## src/include/sfe_map.svh

```systemverilog
`ifndef SFE_MAP_SVH
`define SFE_MAP_SVH

// ****************************************************************
// Opcodes of the erase command set
// ****************************************************************
`define SFE_OP_WRITE_ENABLE   8'h06
`define SFE_OP_SECTOR_3B      8'h20
`define SFE_OP_SECTOR_4B      8'h21
`define SFE_OP_HALF_BLOCK_3B  8'h52
`define SFE_OP_HALF_BLOCK_4B  8'h5C
`define SFE_OP_BLOCK_3B       8'hD8
`define SFE_OP_BLOCK_4B       8'hDC
`define SFE_OP_CHIP           8'h60
`define SFE_OP_CHIP_ALT       8'hC7

// ****************************************************************
// Frame lengths in bits, counted from chip select low, and bits per clock rise
// ****************************************************************
`define SFE_OPCODE_BITS       6'h08
`define SFE_ADDR3_FRAME_BITS  6'h20
`define SFE_ADDR4_FRAME_BITS  6'h28
`define SFE_SERIAL_STEP       6'h01
`define SFE_QUAD_STEP         6'h04

// ****************************************************************
// Alignment masks for sector, half block and block, fixed address for chip erase
// ****************************************************************
`define SFE_SECTOR_MASK       32'hFFFF_F000
`define SFE_HALF_BLOCK_MASK   32'hFFFF_8000
`define SFE_BLOCK_MASK        32'hFFFF_0000
`define SFE_CHIP_ADDR         32'h0000_0000

// ****************************************************************
// Reset values and the clear block-protect value
// ****************************************************************
`define SFE_ADDR_RESET        32'h0000_0000
`define SFE_OPCODE_RESET      8'h00
`define SFE_BP_CLEAR          4'h0

// ****************************************************************
// Timing: clock rate and erase times in microseconds
// ****************************************************************
`define SFE_MCLK_MHZ                32'h0000_0032
`define SFE_SECTOR_ERASE_TIME_US    32'h0000_7530
`define SFE_HALF_BLOCK_ERASE_TIME_US 32'h0002_49F0
`define SFE_BLOCK_ERASE_TIME_US     32'h0003_D090
`define SFE_ARRAY_ERASE_TIME_US     32'h001E_8480

`endif

```

## src/include/sfe_pkg.sv

```systemverilog
package sfe_pkg;

   // ****************************************************************
   // Decoded command kinds
   // ****************************************************************
   typedef enum logic [2:0] {
      SFE_KIND_NONE,
      SFE_KIND_WRITE_ENABLE,
      SFE_KIND_SECTOR,
      SFE_KIND_HALF_BLOCK,
      SFE_KIND_BLOCK,
      SFE_KIND_CHIP
   } sfe_kind_e;

   // Decoder result: kind and whether the opcode itself is 4-byte
   typedef struct packed {
      sfe_kind_e kind;
      logic      addr4;
   } sfe_cmd_s;

   // Erase engine states
   typedef enum logic [1:0] {
      SFE_ST_IDLE,
      SFE_ST_CHECK,
      SFE_ST_ERASE
   } sfe_state_e;

endpackage : sfe_pkg

```

## src/sfe_erase_seq.sv

```systemverilog
`timescale 1ns/1ps
`include "sfe_map.svh"

module sfe_erase_seq #(
   parameter int unsigned SectorEraseCycles =
      `SFE_SECTOR_ERASE_TIME_US * `SFE_MCLK_MHZ,
   parameter int unsigned HalfBlockEraseCycles =
      `SFE_HALF_BLOCK_ERASE_TIME_US * `SFE_MCLK_MHZ,
   parameter int unsigned BlockEraseCycles =
      `SFE_BLOCK_ERASE_TIME_US * `SFE_MCLK_MHZ,
   parameter int unsigned ArrayEraseCycles =
      `SFE_ARRAY_ERASE_TIME_US * `SFE_MCLK_MHZ
) (
   input  wire logic              mclk,
   input  wire logic              resetn,
   input  wire logic              chipSelectN,
   input  wire logic              serialClock,
   input  wire logic [3:0]        sio,
   input  wire logic              quadCommandMode,
   input  wire logic              fourByteAddrMode,
   input  wire logic              extendedAddrBit,
   input  wire logic              protectSchemeSelect,
   input  wire logic [3:0]        blockProtectBits,
   input  wire logic              bpRegionLocked,
   input  wire logic              sectorRegionLocked,
   output logic                   writeEnableLatch,
   output logic                   writeInProgressFlag,
   output sfe_pkg::sfe_kind_e     eraseKind,
   output logic [31:0]            eraseAddr,
   output logic                   eraseSkipLocked,
   output logic                   cmdRejected
);

   // ****************************************************************
   // Pin synchronisers
   // ****************************************************************
   logic [5:0]  syncFirst;
   logic [5:0]  syncSecond;
   logic        sclkPrev;
   logic        csnPrev;
   logic        sclkRise;
   logic        csnRise;
   logic        csnLow;
   logic [3:0]  sioSync;

   // Two flops on the select, clock and data pins before any logic looks at them
   always_ff @(posedge mclk or negedge resetn) begin
      if (!resetn) begin
         syncFirst  <= 6'h3F;
         syncSecond <= 6'h3F;
      end else begin
         syncFirst  <= {chipSelectN, serialClock, sio};
         syncSecond <= syncFirst;
      end
   end

   // Edge history of the synchronised clock and select
   always_ff @(posedge mclk or negedge resetn) begin
      if (!resetn) begin
         sclkPrev <= 1'b1;
         csnPrev  <= 1'b1;
      end else begin
         sclkPrev <= syncSecond[4];
         csnPrev  <= syncSecond[5];
      end
   end

   assign csnLow   = ~syncSecond[5];
   assign sioSync  = syncSecond[3:0];
   assign sclkRise = syncSecond[4] & ~sclkPrev & csnLow;
   assign csnRise  = syncSecond[5] & ~csnPrev;

   // ****************************************************************
   // Frame shifter and bit counter
   // ****************************************************************
   logic [39:0] shiftReg;
   logic [39:0] next_shiftReg;
   logic [5:0]  bitCount;
   logic [5:0]  next_bitCount;
   logic [5:0]  bitStep;
   logic [7:0]  opcode;

   // Serial mode uses line 0 only, quad mode all four lines
   always_comb begin
      if (quadCommandMode) begin
         bitStep       = `SFE_QUAD_STEP;
         next_shiftReg = {shiftReg[35:0], sioSync};
      end else begin
         bitStep       = `SFE_SERIAL_STEP;
         next_shiftReg = {shiftReg[38:0], sioSync[0]};
      end
      if (bitCount < `SFE_ADDR4_FRAME_BITS) begin
         next_bitCount = bitCount + bitStep;
      end else begin
         next_bitCount = 6'h3F;                // Too long for any erase
      end
   end

   // Shift on each clock rise while selected, restart on select low
   always_ff @(posedge mclk or negedge resetn) begin
      if (!resetn) begin
         shiftReg <= 40'h00_0000_0000;
         bitCount <= 6'h00;
      end else if (!csnLow) begin
         bitCount <= 6'h00;
      end else if (sclkRise) begin
         shiftReg <= next_shiftReg;
         if (bitCount != 6'h3F) begin
            bitCount <= next_bitCount;
         end
      end
   end

   // Opcode captured when the eighth bit lands
   always_ff @(posedge mclk or negedge resetn) begin
      if (!resetn) begin
         opcode <= `SFE_OPCODE_RESET;
      end else if (!csnLow) begin
         if (csnRise) begin
            opcode <= opcode;
         end
      end else if (sclkRise && next_bitCount == `SFE_OPCODE_BITS
                   && bitCount < `SFE_OPCODE_BITS) begin
         opcode <= next_shiftReg[7:0];
      end
   end

   // ****************************************************************
   // Command decode and frame checks
   // ****************************************************************
   sfe_pkg::sfe_cmd_s decoded;
   logic              useAddr4;
   logic [5:0]        frameBits;
   logic [31:0]       rawAddr;
   logic [31:0]       alignedAddr;
   logic              frameValid;

   // Each erase size and width has its own opcode
   always_comb begin
      decoded.addr4 = 1'b0;
      case (opcode)
         `SFE_OP_WRITE_ENABLE: decoded.kind = sfe_pkg::SFE_KIND_WRITE_ENABLE;
         `SFE_OP_SECTOR_3B:    decoded.kind = sfe_pkg::SFE_KIND_SECTOR;
         `SFE_OP_SECTOR_4B: begin
            decoded.kind  = sfe_pkg::SFE_KIND_SECTOR;
            decoded.addr4 = 1'b1;
         end
         `SFE_OP_HALF_BLOCK_3B: decoded.kind = sfe_pkg::SFE_KIND_HALF_BLOCK;
         `SFE_OP_HALF_BLOCK_4B: begin
            decoded.kind  = sfe_pkg::SFE_KIND_HALF_BLOCK;
            decoded.addr4 = 1'b1;
         end
         `SFE_OP_BLOCK_3B:     decoded.kind = sfe_pkg::SFE_KIND_BLOCK;
         `SFE_OP_BLOCK_4B: begin
            decoded.kind  = sfe_pkg::SFE_KIND_BLOCK;
            decoded.addr4 = 1'b1;
         end
         `SFE_OP_CHIP,
         `SFE_OP_CHIP_ALT:     decoded.kind = sfe_pkg::SFE_KIND_CHIP;
         default:              decoded.kind = sfe_pkg::SFE_KIND_NONE;
      endcase
   end

   // Address width and required frame length
   always_comb begin
      useAddr4 = decoded.addr4 | fourByteAddrMode;
      if (useAddr4) begin
         rawAddr   = shiftReg[31:0];
         frameBits = `SFE_ADDR4_FRAME_BITS;
      end else begin
         rawAddr   = {7'h00, extendedAddrBit, shiftReg[23:0]};
         frameBits = `SFE_ADDR3_FRAME_BITS;
      end
      case (decoded.kind)
         sfe_pkg::SFE_KIND_SECTOR: begin
            alignedAddr = rawAddr & `SFE_SECTOR_MASK;
            frameValid  = (bitCount == frameBits);
         end
         sfe_pkg::SFE_KIND_HALF_BLOCK: begin
            alignedAddr = rawAddr & `SFE_HALF_BLOCK_MASK;
            frameValid  = (bitCount == frameBits);
         end
         sfe_pkg::SFE_KIND_BLOCK: begin
            alignedAddr = rawAddr & `SFE_BLOCK_MASK;
            frameValid  = (bitCount == frameBits);
         end
         sfe_pkg::SFE_KIND_CHIP: begin
            alignedAddr = `SFE_CHIP_ADDR;
            frameValid  = (bitCount == `SFE_OPCODE_BITS);
         end
         sfe_pkg::SFE_KIND_WRITE_ENABLE: begin
            alignedAddr = `SFE_ADDR_RESET;
            frameValid  = (bitCount == `SFE_OPCODE_BITS);
         end
         default: begin
            alignedAddr = `SFE_ADDR_RESET;
            frameValid  = 1'b0;
         end
      endcase
   end

   // ****************************************************************
   // Erase engine
   // ****************************************************************
   sfe_pkg::sfe_state_e state;
   logic [31:0]         cycleCount;
   logic [31:0]         eraseLength;
   logic                isErase;
   logic                eraseAccept;
   logic                wrenAccept;
   logic                targetLocked;
   logic                chipBlocked;
   logic                eraseDone;

   assign isErase = (decoded.kind == sfe_pkg::SFE_KIND_SECTOR)
                  | (decoded.kind == sfe_pkg::SFE_KIND_HALF_BLOCK)
                  | (decoded.kind == sfe_pkg::SFE_KIND_BLOCK)
                  | (decoded.kind == sfe_pkg::SFE_KIND_CHIP);
   assign eraseAccept = csnRise & frameValid & isErase & writeEnableLatch
                      & (state == sfe_pkg::SFE_ST_IDLE);
   assign wrenAccept  = csnRise & frameValid
                      & (decoded.kind == sfe_pkg::SFE_KIND_WRITE_ENABLE)
                      & (state == sfe_pkg::SFE_ST_IDLE);
   assign targetLocked = protectSchemeSelect ? sectorRegionLocked
                                             : bpRegionLocked;
   assign chipBlocked  = ~protectSchemeSelect
                       & (blockProtectBits != `SFE_BP_CLEAR);
   assign eraseDone    = (state == sfe_pkg::SFE_ST_ERASE)
                       & (cycleCount == 32'h0000_0000);

   // Self-timed length for each erase size
   always_comb begin
      case (eraseKind)
         sfe_pkg::SFE_KIND_SECTOR:
            eraseLength = 32'(SectorEraseCycles - 1);
         sfe_pkg::SFE_KIND_HALF_BLOCK:
            eraseLength = 32'(HalfBlockEraseCycles - 1);
         sfe_pkg::SFE_KIND_BLOCK:
            eraseLength = 32'(BlockEraseCycles - 1);
         default:
            eraseLength = 32'(ArrayEraseCycles - 1);
      endcase
   end

   // Target latched at select rise, held for probe and array
   always_ff @(posedge mclk or negedge resetn) begin
      if (!resetn) begin
         eraseKind <= sfe_pkg::SFE_KIND_NONE;
         eraseAddr <= `SFE_ADDR_RESET;
      end else if (eraseAccept) begin
         eraseKind <= decoded.kind;
         eraseAddr <= alignedAddr;
      end
   end

   // Idle, one cycle of protection check, then the timed erase
   always_ff @(posedge mclk or negedge resetn) begin
      if (!resetn) begin
         state           <= sfe_pkg::SFE_ST_IDLE;
         cycleCount      <= 32'h0000_0000;
         eraseSkipLocked <= 1'b0;
      end else begin
         case (state)
            sfe_pkg::SFE_ST_IDLE: begin
               if (eraseAccept) begin
                  state <= sfe_pkg::SFE_ST_CHECK;
               end
            end
            sfe_pkg::SFE_ST_CHECK: begin
               cycleCount <= eraseLength;
               if (eraseKind == sfe_pkg::SFE_KIND_CHIP) begin
                  eraseSkipLocked <= protectSchemeSelect;
                  if (chipBlocked) begin
                     state <= sfe_pkg::SFE_ST_IDLE;
                  end else begin
                     state <= sfe_pkg::SFE_ST_ERASE;
                  end
               end else if (targetLocked) begin
                  state <= sfe_pkg::SFE_ST_IDLE;
               end else begin
                  eraseSkipLocked <= 1'b0;
                  state           <= sfe_pkg::SFE_ST_ERASE;
               end
            end
            sfe_pkg::SFE_ST_ERASE: begin
               if (eraseDone) begin
                  state           <= sfe_pkg::SFE_ST_IDLE;
                  eraseSkipLocked <= 1'b0;
               end else begin
                  cycleCount <= cycleCount - 32'h0000_0001;
               end
            end
            default: state <= sfe_pkg::SFE_ST_IDLE;
         endcase
      end
   end

   // Busy flag covers acceptance, check and the whole timed erase
   always_ff @(posedge mclk or negedge resetn) begin
      if (!resetn) begin
         writeInProgressFlag <= 1'b0;
      end else if (eraseAccept) begin
         writeInProgressFlag <= 1'b1;
      end else if (eraseDone) begin
         writeInProgressFlag <= 1'b0;
      end else if (state == sfe_pkg::SFE_ST_CHECK) begin
         writeInProgressFlag <= ~(eraseKind == sfe_pkg::SFE_KIND_CHIP
                                  ? chipBlocked : targetLocked);
      end
   end

   // Latch set by write enable, cleared when an erase completes
   always_ff @(posedge mclk or negedge resetn) begin
      if (!resetn) begin
         writeEnableLatch <= 1'b0;
      end else if (wrenAccept) begin
         writeEnableLatch <= 1'b1;
      end else if (eraseDone) begin
         writeEnableLatch <= 1'b0;
      end
   end

   // One-cycle pulse when an erase frame is refused
   always_ff @(posedge mclk or negedge resetn) begin
      if (!resetn) begin
         cmdRejected <= 1'b0;
      end else begin
         cmdRejected <= (csnRise & isErase & ~eraseAccept)
                      | ((state == sfe_pkg::SFE_ST_CHECK)
                         & ((eraseKind == sfe_pkg::SFE_KIND_CHIP)
                            ? chipBlocked : targetLocked));
      end
   end

endmodule : sfe_erase_seq

```

## config.mk

```make
export PLATFORM = sky130hd
export DESIGN_NAME = sfe_erase_seq
export DESIGN_NICKNAME = d
export VERILOG_FILES = /design/src/include/sfe_pkg.sv /design/src/sfe_erase_seq.sv
export VERILOG_INCLUDE_DIRS = /design/src /design/src/include
export SDC_FILE = /design/constraint.sdc
export NUM_CORES = 1
export LEC_CHECK = 0
export ABC_CLOCK_PERIOD_IN_PS = 3800
export BUFFER_PORTS_ARGS = -buffer_cell sky130_fd_sc_hd__buf_4
export CORE_MARGIN = 10
export CORE_UTILIZATION = 40
export CTS_CLUSTER_DIAMETER = 60
export DETAILED_ROUTE_END_ITERATION = 8
export SETUP_SLACK_MARGIN = 0.1
export SKIP_CTS_REPAIR_TIMING = 1
export SYNTH_ARGS = -nofsm -noshare
export SYNTH_HDL_FRONTEND = slang
export SYNTH_SLANG_ARGS = --single-unit
```

## constraint.sdc

```tcl
create_clock -name mclk -period 3.8 [get_ports mclk]
set_clock_uncertainty 0.2 [all_clocks]
set_input_delay 0.38 -clock mclk [delete_from_list [all_inputs] [get_ports mclk]]
set_output_delay 0.38 -clock mclk [all_outputs]
set_load 0.1 [all_outputs]
```

### Word-level counts from Yosys, hierarchy flattened

Cells that the tools add are included.
W data, S select, Z words.

* equal/unequal tests: 28
* $lt $le $gt $ge: 2
* bitwise logic cells: 25
* multiplexer cells: 31
* reductions and logical operators: 23
* add/subtract/negate cells: 2

Operator list (count)
* $mux W32: 3
* $pmux W32 S3: 1
* $pmux W27 S3: 1
* $pmux W32 S2: 1
* $logic_not A32 Y1: 1
* $sub A32 B1 Y32 const B: 1
* $eq A8 B7 Y1 const B: 3
* $eq A8 B8 Y1 const B: 3
* $mux W6: 4
* $eq A8 B6 Y1 const B: 2
* $pmux W3 S5: 1
* $and A1 B1 Y1: 14
* $eq A3 B2 Y1 const B: 4
* $eq A3 B3 Y1 const B: 4
* $eq A6 B4 Y1 const B: 2
* $mux W1: 10
* $mux W2: 5
* $reduce_and A2 Y1: 5
* $reduce_or A2 Y1: 5
* $eq A8 B3 Y1 const B: 1
* $reduce_bool A2 Y1: 4
* $add A6 B6 Y6: 1
* $eq A6 B6 Y1: 1
* $lt A6 B4 Y1 const B: 1
* other kinds (19): 33

* output and inout bits: 39
* bits in registers: 133
* input port bits: 18

### Longest topological paths before layout

Gate-level depths: netlist of run 1.

* depth in word-level cells: 14
* mapped depth: 10

### Worst setup path before layout of run 1

No wires, ideal clock.

* kind: reg2reg
* start point: reg cycleCount[0]
* end point: reg cycleCount[4]
* data required time: 3.470 ns
* arrival: 2.540 ns
* path buffers: 0
* period minus slack after synthesis: 2.870 ns
* library setup time: 0.130 ns
* setup slack: 0.930 ns
* stages on the path, launching flop included: 9
* cell sequence: dfrtp_1 > inv_1 > ha_1 > or4b_4 > or4_4 > or4_4 > and3_4 > a211oi_1 > a31oi_1

* word-level cells in the longest chain between the ends: 4
* elaborated cells between the ends (all ways): 7

RTL lines
* start: declaration: line sfe_erase_seq.sv:206 `logic [31:0] cycleCount;`
* start signal: assignment: line sfe_erase_seq.sv:270 `cycleCount <= eraseLength;`
* start signal: assignment: line sfe_erase_seq.sv:290 `cycleCount <= cycleCount - 32'h0000_0001;`
* branches (longest 4 deep; another with $sub A32 B1 Y32)

Several ways; the timed one is not identified. The select of a mux whose other input is x is not followed.
A chain may end at the register's enable or synchronous reset.

### Worst setup path after layout of run 1

* start point: reg opcode[1]
* end point: reg eraseAddr[15]

* word-level cells in the longest chain between the ends: 11
* elaborated cells between the ends (all ways): 35

RTL lines
* start: declaration: line sfe_erase_seq.sv:81 `logic [7:0] opcode;`
* start signal: assignment: line sfe_erase_seq.sv:117 `` opcode <= `SFE_OPCODE_RESET; ``
* start signal: assignment: line sfe_erase_seq.sv:120 `opcode <= opcode;`
* start signal: assignment: line sfe_erase_seq.sv:124 `opcode <= next_shiftReg[7:0];`
* $eq A8 B8 Y1 (tied with other cells): line sfe_erase_seq.sv:141 `case (opcode)`
* $reduce_or A3 Y1 (no line)
* $mux W1: line sfe_erase_seq.sv:141
* $or A1 B1 Y1: line sfe_erase_seq.sv:166 `useAddr4 = decoded.addr4 | fourByteAddrMode;`
* $mux W4: line sfe_erase_seq.sv:167 `if (useAddr4) begin`
* $eq A6 B6 Y1: line sfe_erase_seq.sv:177, sfe_erase_seq.sv:181, sfe_erase_seq.sv:185
* $pmux W1 S2: line sfe_erase_seq.sv:174 `case (decoded.kind)`
* $and A1 B1 Y1 (3 in series): line sfe_erase_seq.sv:219 `assign eraseAccept = csnRise & frameValid & isErase & writeEnableLatch`
* $and A1 B1 Y1: line sfe_erase_seq.sv:220 `& (state == sfe_pkg::SFE_ST_IDLE);`
* end signal: assignment: line sfe_erase_seq.sv:249 `` eraseAddr <= `SFE_ADDR_RESET; ``
* end signal: assignment: line sfe_erase_seq.sv:252 `eraseAddr <= alignedAddr;`
* end: declaration: line sfe_erase_seq.sv:29 `output logic [31:0] eraseAddr,`

Several ways; a longest one is shown, not always the timed one.

==> results.md, run 1 <==
* First-pass DRT Iterations at 5
* Die W at 144.1 um
* Tcrit/Tclk final at 0.8323
* Antenna viol nets, final at 0
* Initial core utilization at 0.4069
* Final net count at approximately 700
* Main synth FF type: dfrtp_1
* Power, Total at around 3500 uW
* Ranking of synthesized cells by area: dfrtp_1 43%, mux2i_1 8.8%, dfstp_2 6.0%
* CTS tree: done
* Combinational share of power at 0.086
* Asr flop ratio synth at 1.000
* Io pins at 57
* Final hold vios at 0
* Port buffer count at 44
* Pleak at around 0.0033 uW
* WL/cell at between 15 and 20 um
* Max Freq at about 320 MHz
* Sequential Power Share at 0.422
* Worst Setup SP: opcode[1]
* NetSw at roughly 890 uW
* Unrepaired setup endpoints after global routing: false
* DRC violations left at 0
* Status: finished clean
* GRT Util Overall at 0.1446
* Worst slew pin tran at ~1.1 ns
* Startpoint Class: flop
* Most common cell in the netlist: dfrtp_1
* Top delay family on crit path: simple AND/OR/NAND/NOR gates
* Die Area at between 20000 and 25000 um2
* WP data required at 3.90 ns
* Max incr delay on CP at ~0.56 ns
* Slowest-stage cell, CP: nor4b_1
* Number of global-route vias before repair at around 4900
* FF+latch count, synth at around 120
* Antenna violations before repair at 0
* Buf+Inv Stages, Crit Path at 1
* FILL cells at 1403
* Cts bufs inserted at 17
* Final Max Slew Viols at 0
* Share of cells above drive strength 1 at 0.1662
* Cell Count, Final, Fillers Out at around 900
* Crit path DAT at 3.26 ns
* Routability cong. at roughly 0.93
* Cell internal pwr at 2582 uW
* Clock transition at the registers of the reported paths at ~0.050 ns
* CTS sink count at roughly 120
* Hold Path Class: in2reg
* Clock Path Buffers at 2
* Post-synth EDFFs at 0
* Yosys warnings at 0
* Post-route minimum period at about 3.2 ns
* Register area share after synthesis at 0.4941
* Critical-path cell list: nor4b_1 -> and3b_1 -> a211o_1 -> nand2_1 -> a311oi_4 -> buf_4 -> mux2_1
* Vias per inst at roughly 5.5
* Largest net degree at the start of global routing at between 60 and 70
* Worst R2R End: eraseAddr[15]
* Final WL at roughly 14 mm
* CP Class: reg2reg
* Fin util at 0.4843
* Setup tns final at 0 ns
* Synth top area share at 0.4344
* Max Fanout on Critical Path at 24
* Syn Inst Count at around 640
* HP Start: protectSchemeSelect
* Layout area overhead at 19.02%
* Gr ovfl total at 0
* Cell count of the worst reg-to-reg path at 7
* Mean post-synth cell area at 9.676 um2
* Max IR drop VDD at roughly 0.00044 V
* DP Cell Count at about 850
* Vias at 4914
* Drt initial violations at roughly 410
* Most common library cells after synthesis: 107 x dfrtp_1, 71 x nor2_1, 62 x nand2_1
* Count of cell types in the netlist at 67
* Die Y at 144.1 um
* Slew margin rel. at 0.2741
* Synthesized cell area at slightly above 6000 um2
* Clk pwr share at 0.492
* Crit path depth at 7
* Critical Path Sink: eraseAddr[15]
* R2R Path Start: opcode[1]
* Core box area at roughly 15000 um2
* PD cells at roughly 470 nW/um2
* Num rows at 45
* Root buffer cell: clkbuf_16
* DP HPWL at slightly below 10 mm
* Clk Latency, worst-skew pair at between 0.4 and 0.5 ns
* H-tree levels at 4
* R2r setup slk at 0.64 ns
* Switching share of power at 0.2560
* Antenna diode count at 0
* Maximum Capacitance Violations at 0
* First-pass GRT wire length at roughly 24 mm
* Setup-failing EPs final at 0
* Crit path capture type: flop
* Cell taking the most area after synthesis: dfrtp_1
==> metal layers <==
layer  track usage  part of all wire  vias to the layer above
li1              -                 -                     2345
met1        0.1813              0.45                     2416
met2        0.2333              0.49                      144
met3       0.04428             0.056                        9
met4       0.04574            0.0089                        0
met5             0                 0                        -
==> layout make-up <==
cell class,instances,area [um2],area share
clock inverter,12,162.7,0.02217
inverter,29,108.9,0.01484
clock buffer,20,466.7,0.06362
timing repair buffer,59,473.0,0.06447
sequential,121,3045,0.4151
tap,188,235.2,0.03207
multi-input combinational,457,2844,0.3877
==> registers in the layout, summed over array words and instances, names as in the netlist <==
signal               count
sclkPrev                 1
writeEnableLatch         1
cycleCount              32
syncFirst                6
shiftReg                32
eraseSkipLocked          1
opcode                   8
csnPrev                  1
writeInProgressFlag      1
cmdRejected              1
bitCount                 6
state                    2
eraseAddr               20
eraseKind                3
syncSecond               6
==> worst register-to-register path: cells and delay by family, from the launching register on <==
family                 cells  cell delay, ns
multiplexers               1            0.38
flip-flops                 1            0.45
buffers and inverters      1            0.40
AND/OR/NAND/NOR            3            1.09
AO/OA/AOI/OAI              2            0.54
==> power groups by stage <==
stage / clock, uW / combinational [uW] / sequential [uW]
global route: 1810 / 333 / 1480
floorplan: 0 / 227 / 1460
detailed placement: 0 / 292 / 1480
finish: 1710 / 297 / 1470
global placement: 0 / 285 / 1480
CTS: 1750 / 295 / 1460
==> per-stage QoR <==
step           setup slack, ns  hold slack [ns]  cell area [um2]
2_1_floorplan           0.9301          -0.1156             6205
3_3_place_gp            0.7577           0.1454             6636
3_5_place_dp            0.6563           0.1468             6636
4_1_cts                 0.6238          -0.1529             7266
5_1_grt                 0.4502           0.1015             7336
6_report                0.6372          0.07762             7336
==> cells in the final DEF (no fill, tap or decap), drive strengths merged, types with 4 or more instances in the layout <==
master         n
dfrtp        107
nor2          71
nand2         62
a21oi         58
mux2i         54
buf           52
o21ai         34
inv           33
clkbuf        20
nor3          14
dfstp         14
conb          12
nand3         10
nor4          10
or3            8
a31oi          8
nor2b          7
xnor2          7
dlygate4sd3    7
or4            7
a211oi         6
o31ai          6
nor4b          6
nand2b         5
a22o           5
nand4          5
and3           5
mux2           5
o22ai          4
ha             4
==> kinds of logic after synthesis <==
group,synth area share
buffers and inverters,0.05298
DFF,0.4941
adders and majority gates,0.008121
muxes,0.09683
and+or+nand+nor,0.1892
AOI/OAI and AO/OA,0.1439
other,0.0006084
xor gates and xnor gates,0.01421
==> worst min-delay path by stage <==
| stage | endpoint | cells after the start |
|---|---|---|
| final | eraseSkipLocked | 3 |
| after global routing | eraseSkipLocked | 3 |
| after CTS | syncFirst[2] | 1 |
| after detailed placement | syncSecond[0] | 0 |
| after global placement | syncSecond[4] | 0 |
| after floorplan | bitCount[0] | 0 |
(Power assumes the default switching activity.)
==> inputs of run 2 (changes only) <==
Settings changed: ABC_CLOCK_PERIOD_IN_PS 3800 to 2900.
Clock period 3.8 ns to 2.9 ns, I/O delays scaled along.
==> run 2 against run 1 <==
Critical path depth down 1. Sequential share of layout area is 1.8 points lower. Cell count grew 4.9%. Flip-flop and latch count did not move. Fmax up 12%. Via count grew 2.6%. Utilization grew 2.2 points. Sequential power is 31% higher. Routed wire length rose by 4.7%. Combinational power increased by 35%. Die area stayed put. Total power up 25%. Critical endpoint is now cycleCount[12].
==> results.md, run 2 (same netlist as run 1, synthesis figures left out) <==
* Antenna viol nets, final at 0
* Vias per inst at roughly 5.4
* WP data required at 3.01 ns
* Root buffer cell: clkbuf_16
* WL/cell at about 16 um
* Final WL at ~15 mm
* Placed cell area at 6923 um2
* Max Fanout on Critical Path at 8
* First-pass DRT Iterations at 5
* Clk Latency, worst-skew pair at between 0.4 and 0.5 ns
* Crit path DAT at between 2 and 3 ns
* Unrepaired setup endpoints after global routing: true
* Io pins at 57
* Leading registers by flop count: cycleCount: 32 flops, shiftReg: 32 flops, eraseAddr: 20 flops
* First-pass GRT wire length at roughly 25 mm
* Critical Path Sink: cycleCount[12]
* Status: finished clean
* Die Y at roughly 140 um
* Crit path capture type: flop
* Setup tns final at 0 ns
* Slowest-stage cell, CP: or4_1
* Most common cell after layout, fill and taps aside: dfrtp_1
* Worst R2R End: cycleCount[12]
* Final net count at 750
* Drt initial violations at a little over 400
* Critical-path cell list: or4_1 -> or4_4 -> or4_4 -> a21oi_4 -> nor2_1 -> o22a_1
* Vias at between 5000 and 6000
* Antenna violations before repair at 0
* Share of cells above drive strength 1 at 0.2254
* Final hold vios at 0
* Setup-failing EPs final at 0
* Max incr delay on CP at a little under 0.6 ns
* Port buffer count at between 40 and 50
* Clock Path Buffers at 2
* Max IR drop VDD at between 0.0004 and 0.0005 V
* Cts bufs inserted at 17
* Hold Path Class: in2reg
* Slew margin rel. at 0.5076
* Number of global-route vias before repair at ~5000
* Post-route minimum period at approximately 2.8 ns
* Layout area overhead at 24.54%
* Worst Slack Setup Final at between 0.06 and 0.07 ns
* Fin util at 0.5068
* Maximum Capacitance Violations at 0
* Final Max Slew Viols at 0
* Largest net degree at the start of global routing at 63
* Worst slew pin tran at 0.7370 ns
* Most frequent cells in the layout: 106 x dfrtp_1, 90 x buf_4, 69 x nor2_1, 62 x nand2_1, 57 x a21oi_1
* R2r setup slk at 0.06 ns
* Post-Layout Inst Area at ~7700 um2
* Routability cong. at a little under 0.9
* Most used cell along the critical path: or4_4
* Gr ovfl total at 0
* Startpoint Class: flop
* Max Freq at ~350 MHz
* Pleak at ~0.0035 uW
* R2R Path Start: cycleCount[13]
* Pre-CTS setup slack at -0.02845 ns
* Die Area at between 20000 and 25000 um2
* Die W at between 100 and 150 um
* GRT Util Overall at 0.1494
* Antenna diode count at 0
* Num rows at 45
* Core box area at approximately 15000 um2
* PD cells at 563.2 nW/um2
* Power, Total at about 4300 uW
* DRC violations left at 0
* Clock transition at the registers of the reported paths at 0.06 ns
* CTS tree: done
* Tcrit/Tclk final at 0.9777
* DP HPWL at 10.70 mm
* Cell count of the worst reg-to-reg path at 6
* CTS sink count at ~120
* H-tree levels at 4
* CP Class: reg2reg
* Initial core utilization at 0.4069
* Worst Setup SP: cycleCount[13]
-- run 2: cell count changes in the layout (fill, tap and decap cells not counted), moves of 2 or more --
cell,delta
buf_12,+2
buf_4,+39
bufinv_16,-2
clkbuf_8,-2
clkinvlp_4,+3
o21ai_0,-3
o21ai_1,+3
-- run 2: layout make-up --
type                    instances  area [um2]
fillers                      1391        7470
flip-flops and latches        121        3047
multi-input cells             457        2894
repair buffers                102       827.0
clock buffers                  19       442.9
well taps                     188       235.2
clock inverters                13       121.4
inverters                      29       108.9
-- run 2: stage by stage --
stage               cells  hold slack (ns)
floorplan             648          -0.2056
global placement      883           0.1457
detailed placement    883           0.1470
CTS                   915          -0.2672
global route          929          0.06811
finish                929          0.06509
-- run 2: routing by layer --
| layer | vias to the layer above | track usage | part of all wire |
|---|---|---|---|
| li1 | 2429 | - | - |
| met1 | 2460 | 0.1856 | 0.45 |
| met2 | 132 | 0.2403 | 0.49 |
| met3 | 19 | 0.04493 | 0.050 |
| met4 | 0 | 0.05479 | 0.013 |
| met5 | - | 0 | 0 |
-- run 2: worst min-delay path by stage --
stage | slack [ns] | from | end | cells after the start
4_1_cts | -0.27 | resetn | eraseAddr[30] | 1
2_1_floorplan | -0.21 | resetn | bitCount[0] | 0
5_1_grt | 0.07 | extendedAddrBit | eraseAddr[24] | 4
6_report | 0.07 | extendedAddrBit | eraseAddr[24] | 4
3_3_place_gp | 0.15 | syncFirst[4] | syncSecond[4] | 0
3_5_place_dp | 0.15 | syncFirst[1] | syncSecond[1] | 0
-- run 2: worst max-delay path, delay by kind of cell, from the launching register on --
family	cells	cell delay, ns
AO/OA/AOI/OAI	2	0.44
flip-flops	1	0.40
AND/OR/NAND/NOR	4	1.69
-- run 2: power by group --
part / leakage, uW / total (uW) / internal [uW] / switching, uW
combinational: 0.00176 / 401 / 153 / 248
clock: 0.000262 / 2010 / 1210 / 801
sequential: 0.00143 / 1920 / 1810 / 109
total: 0.00345 / 4320 / 3170 / 1160
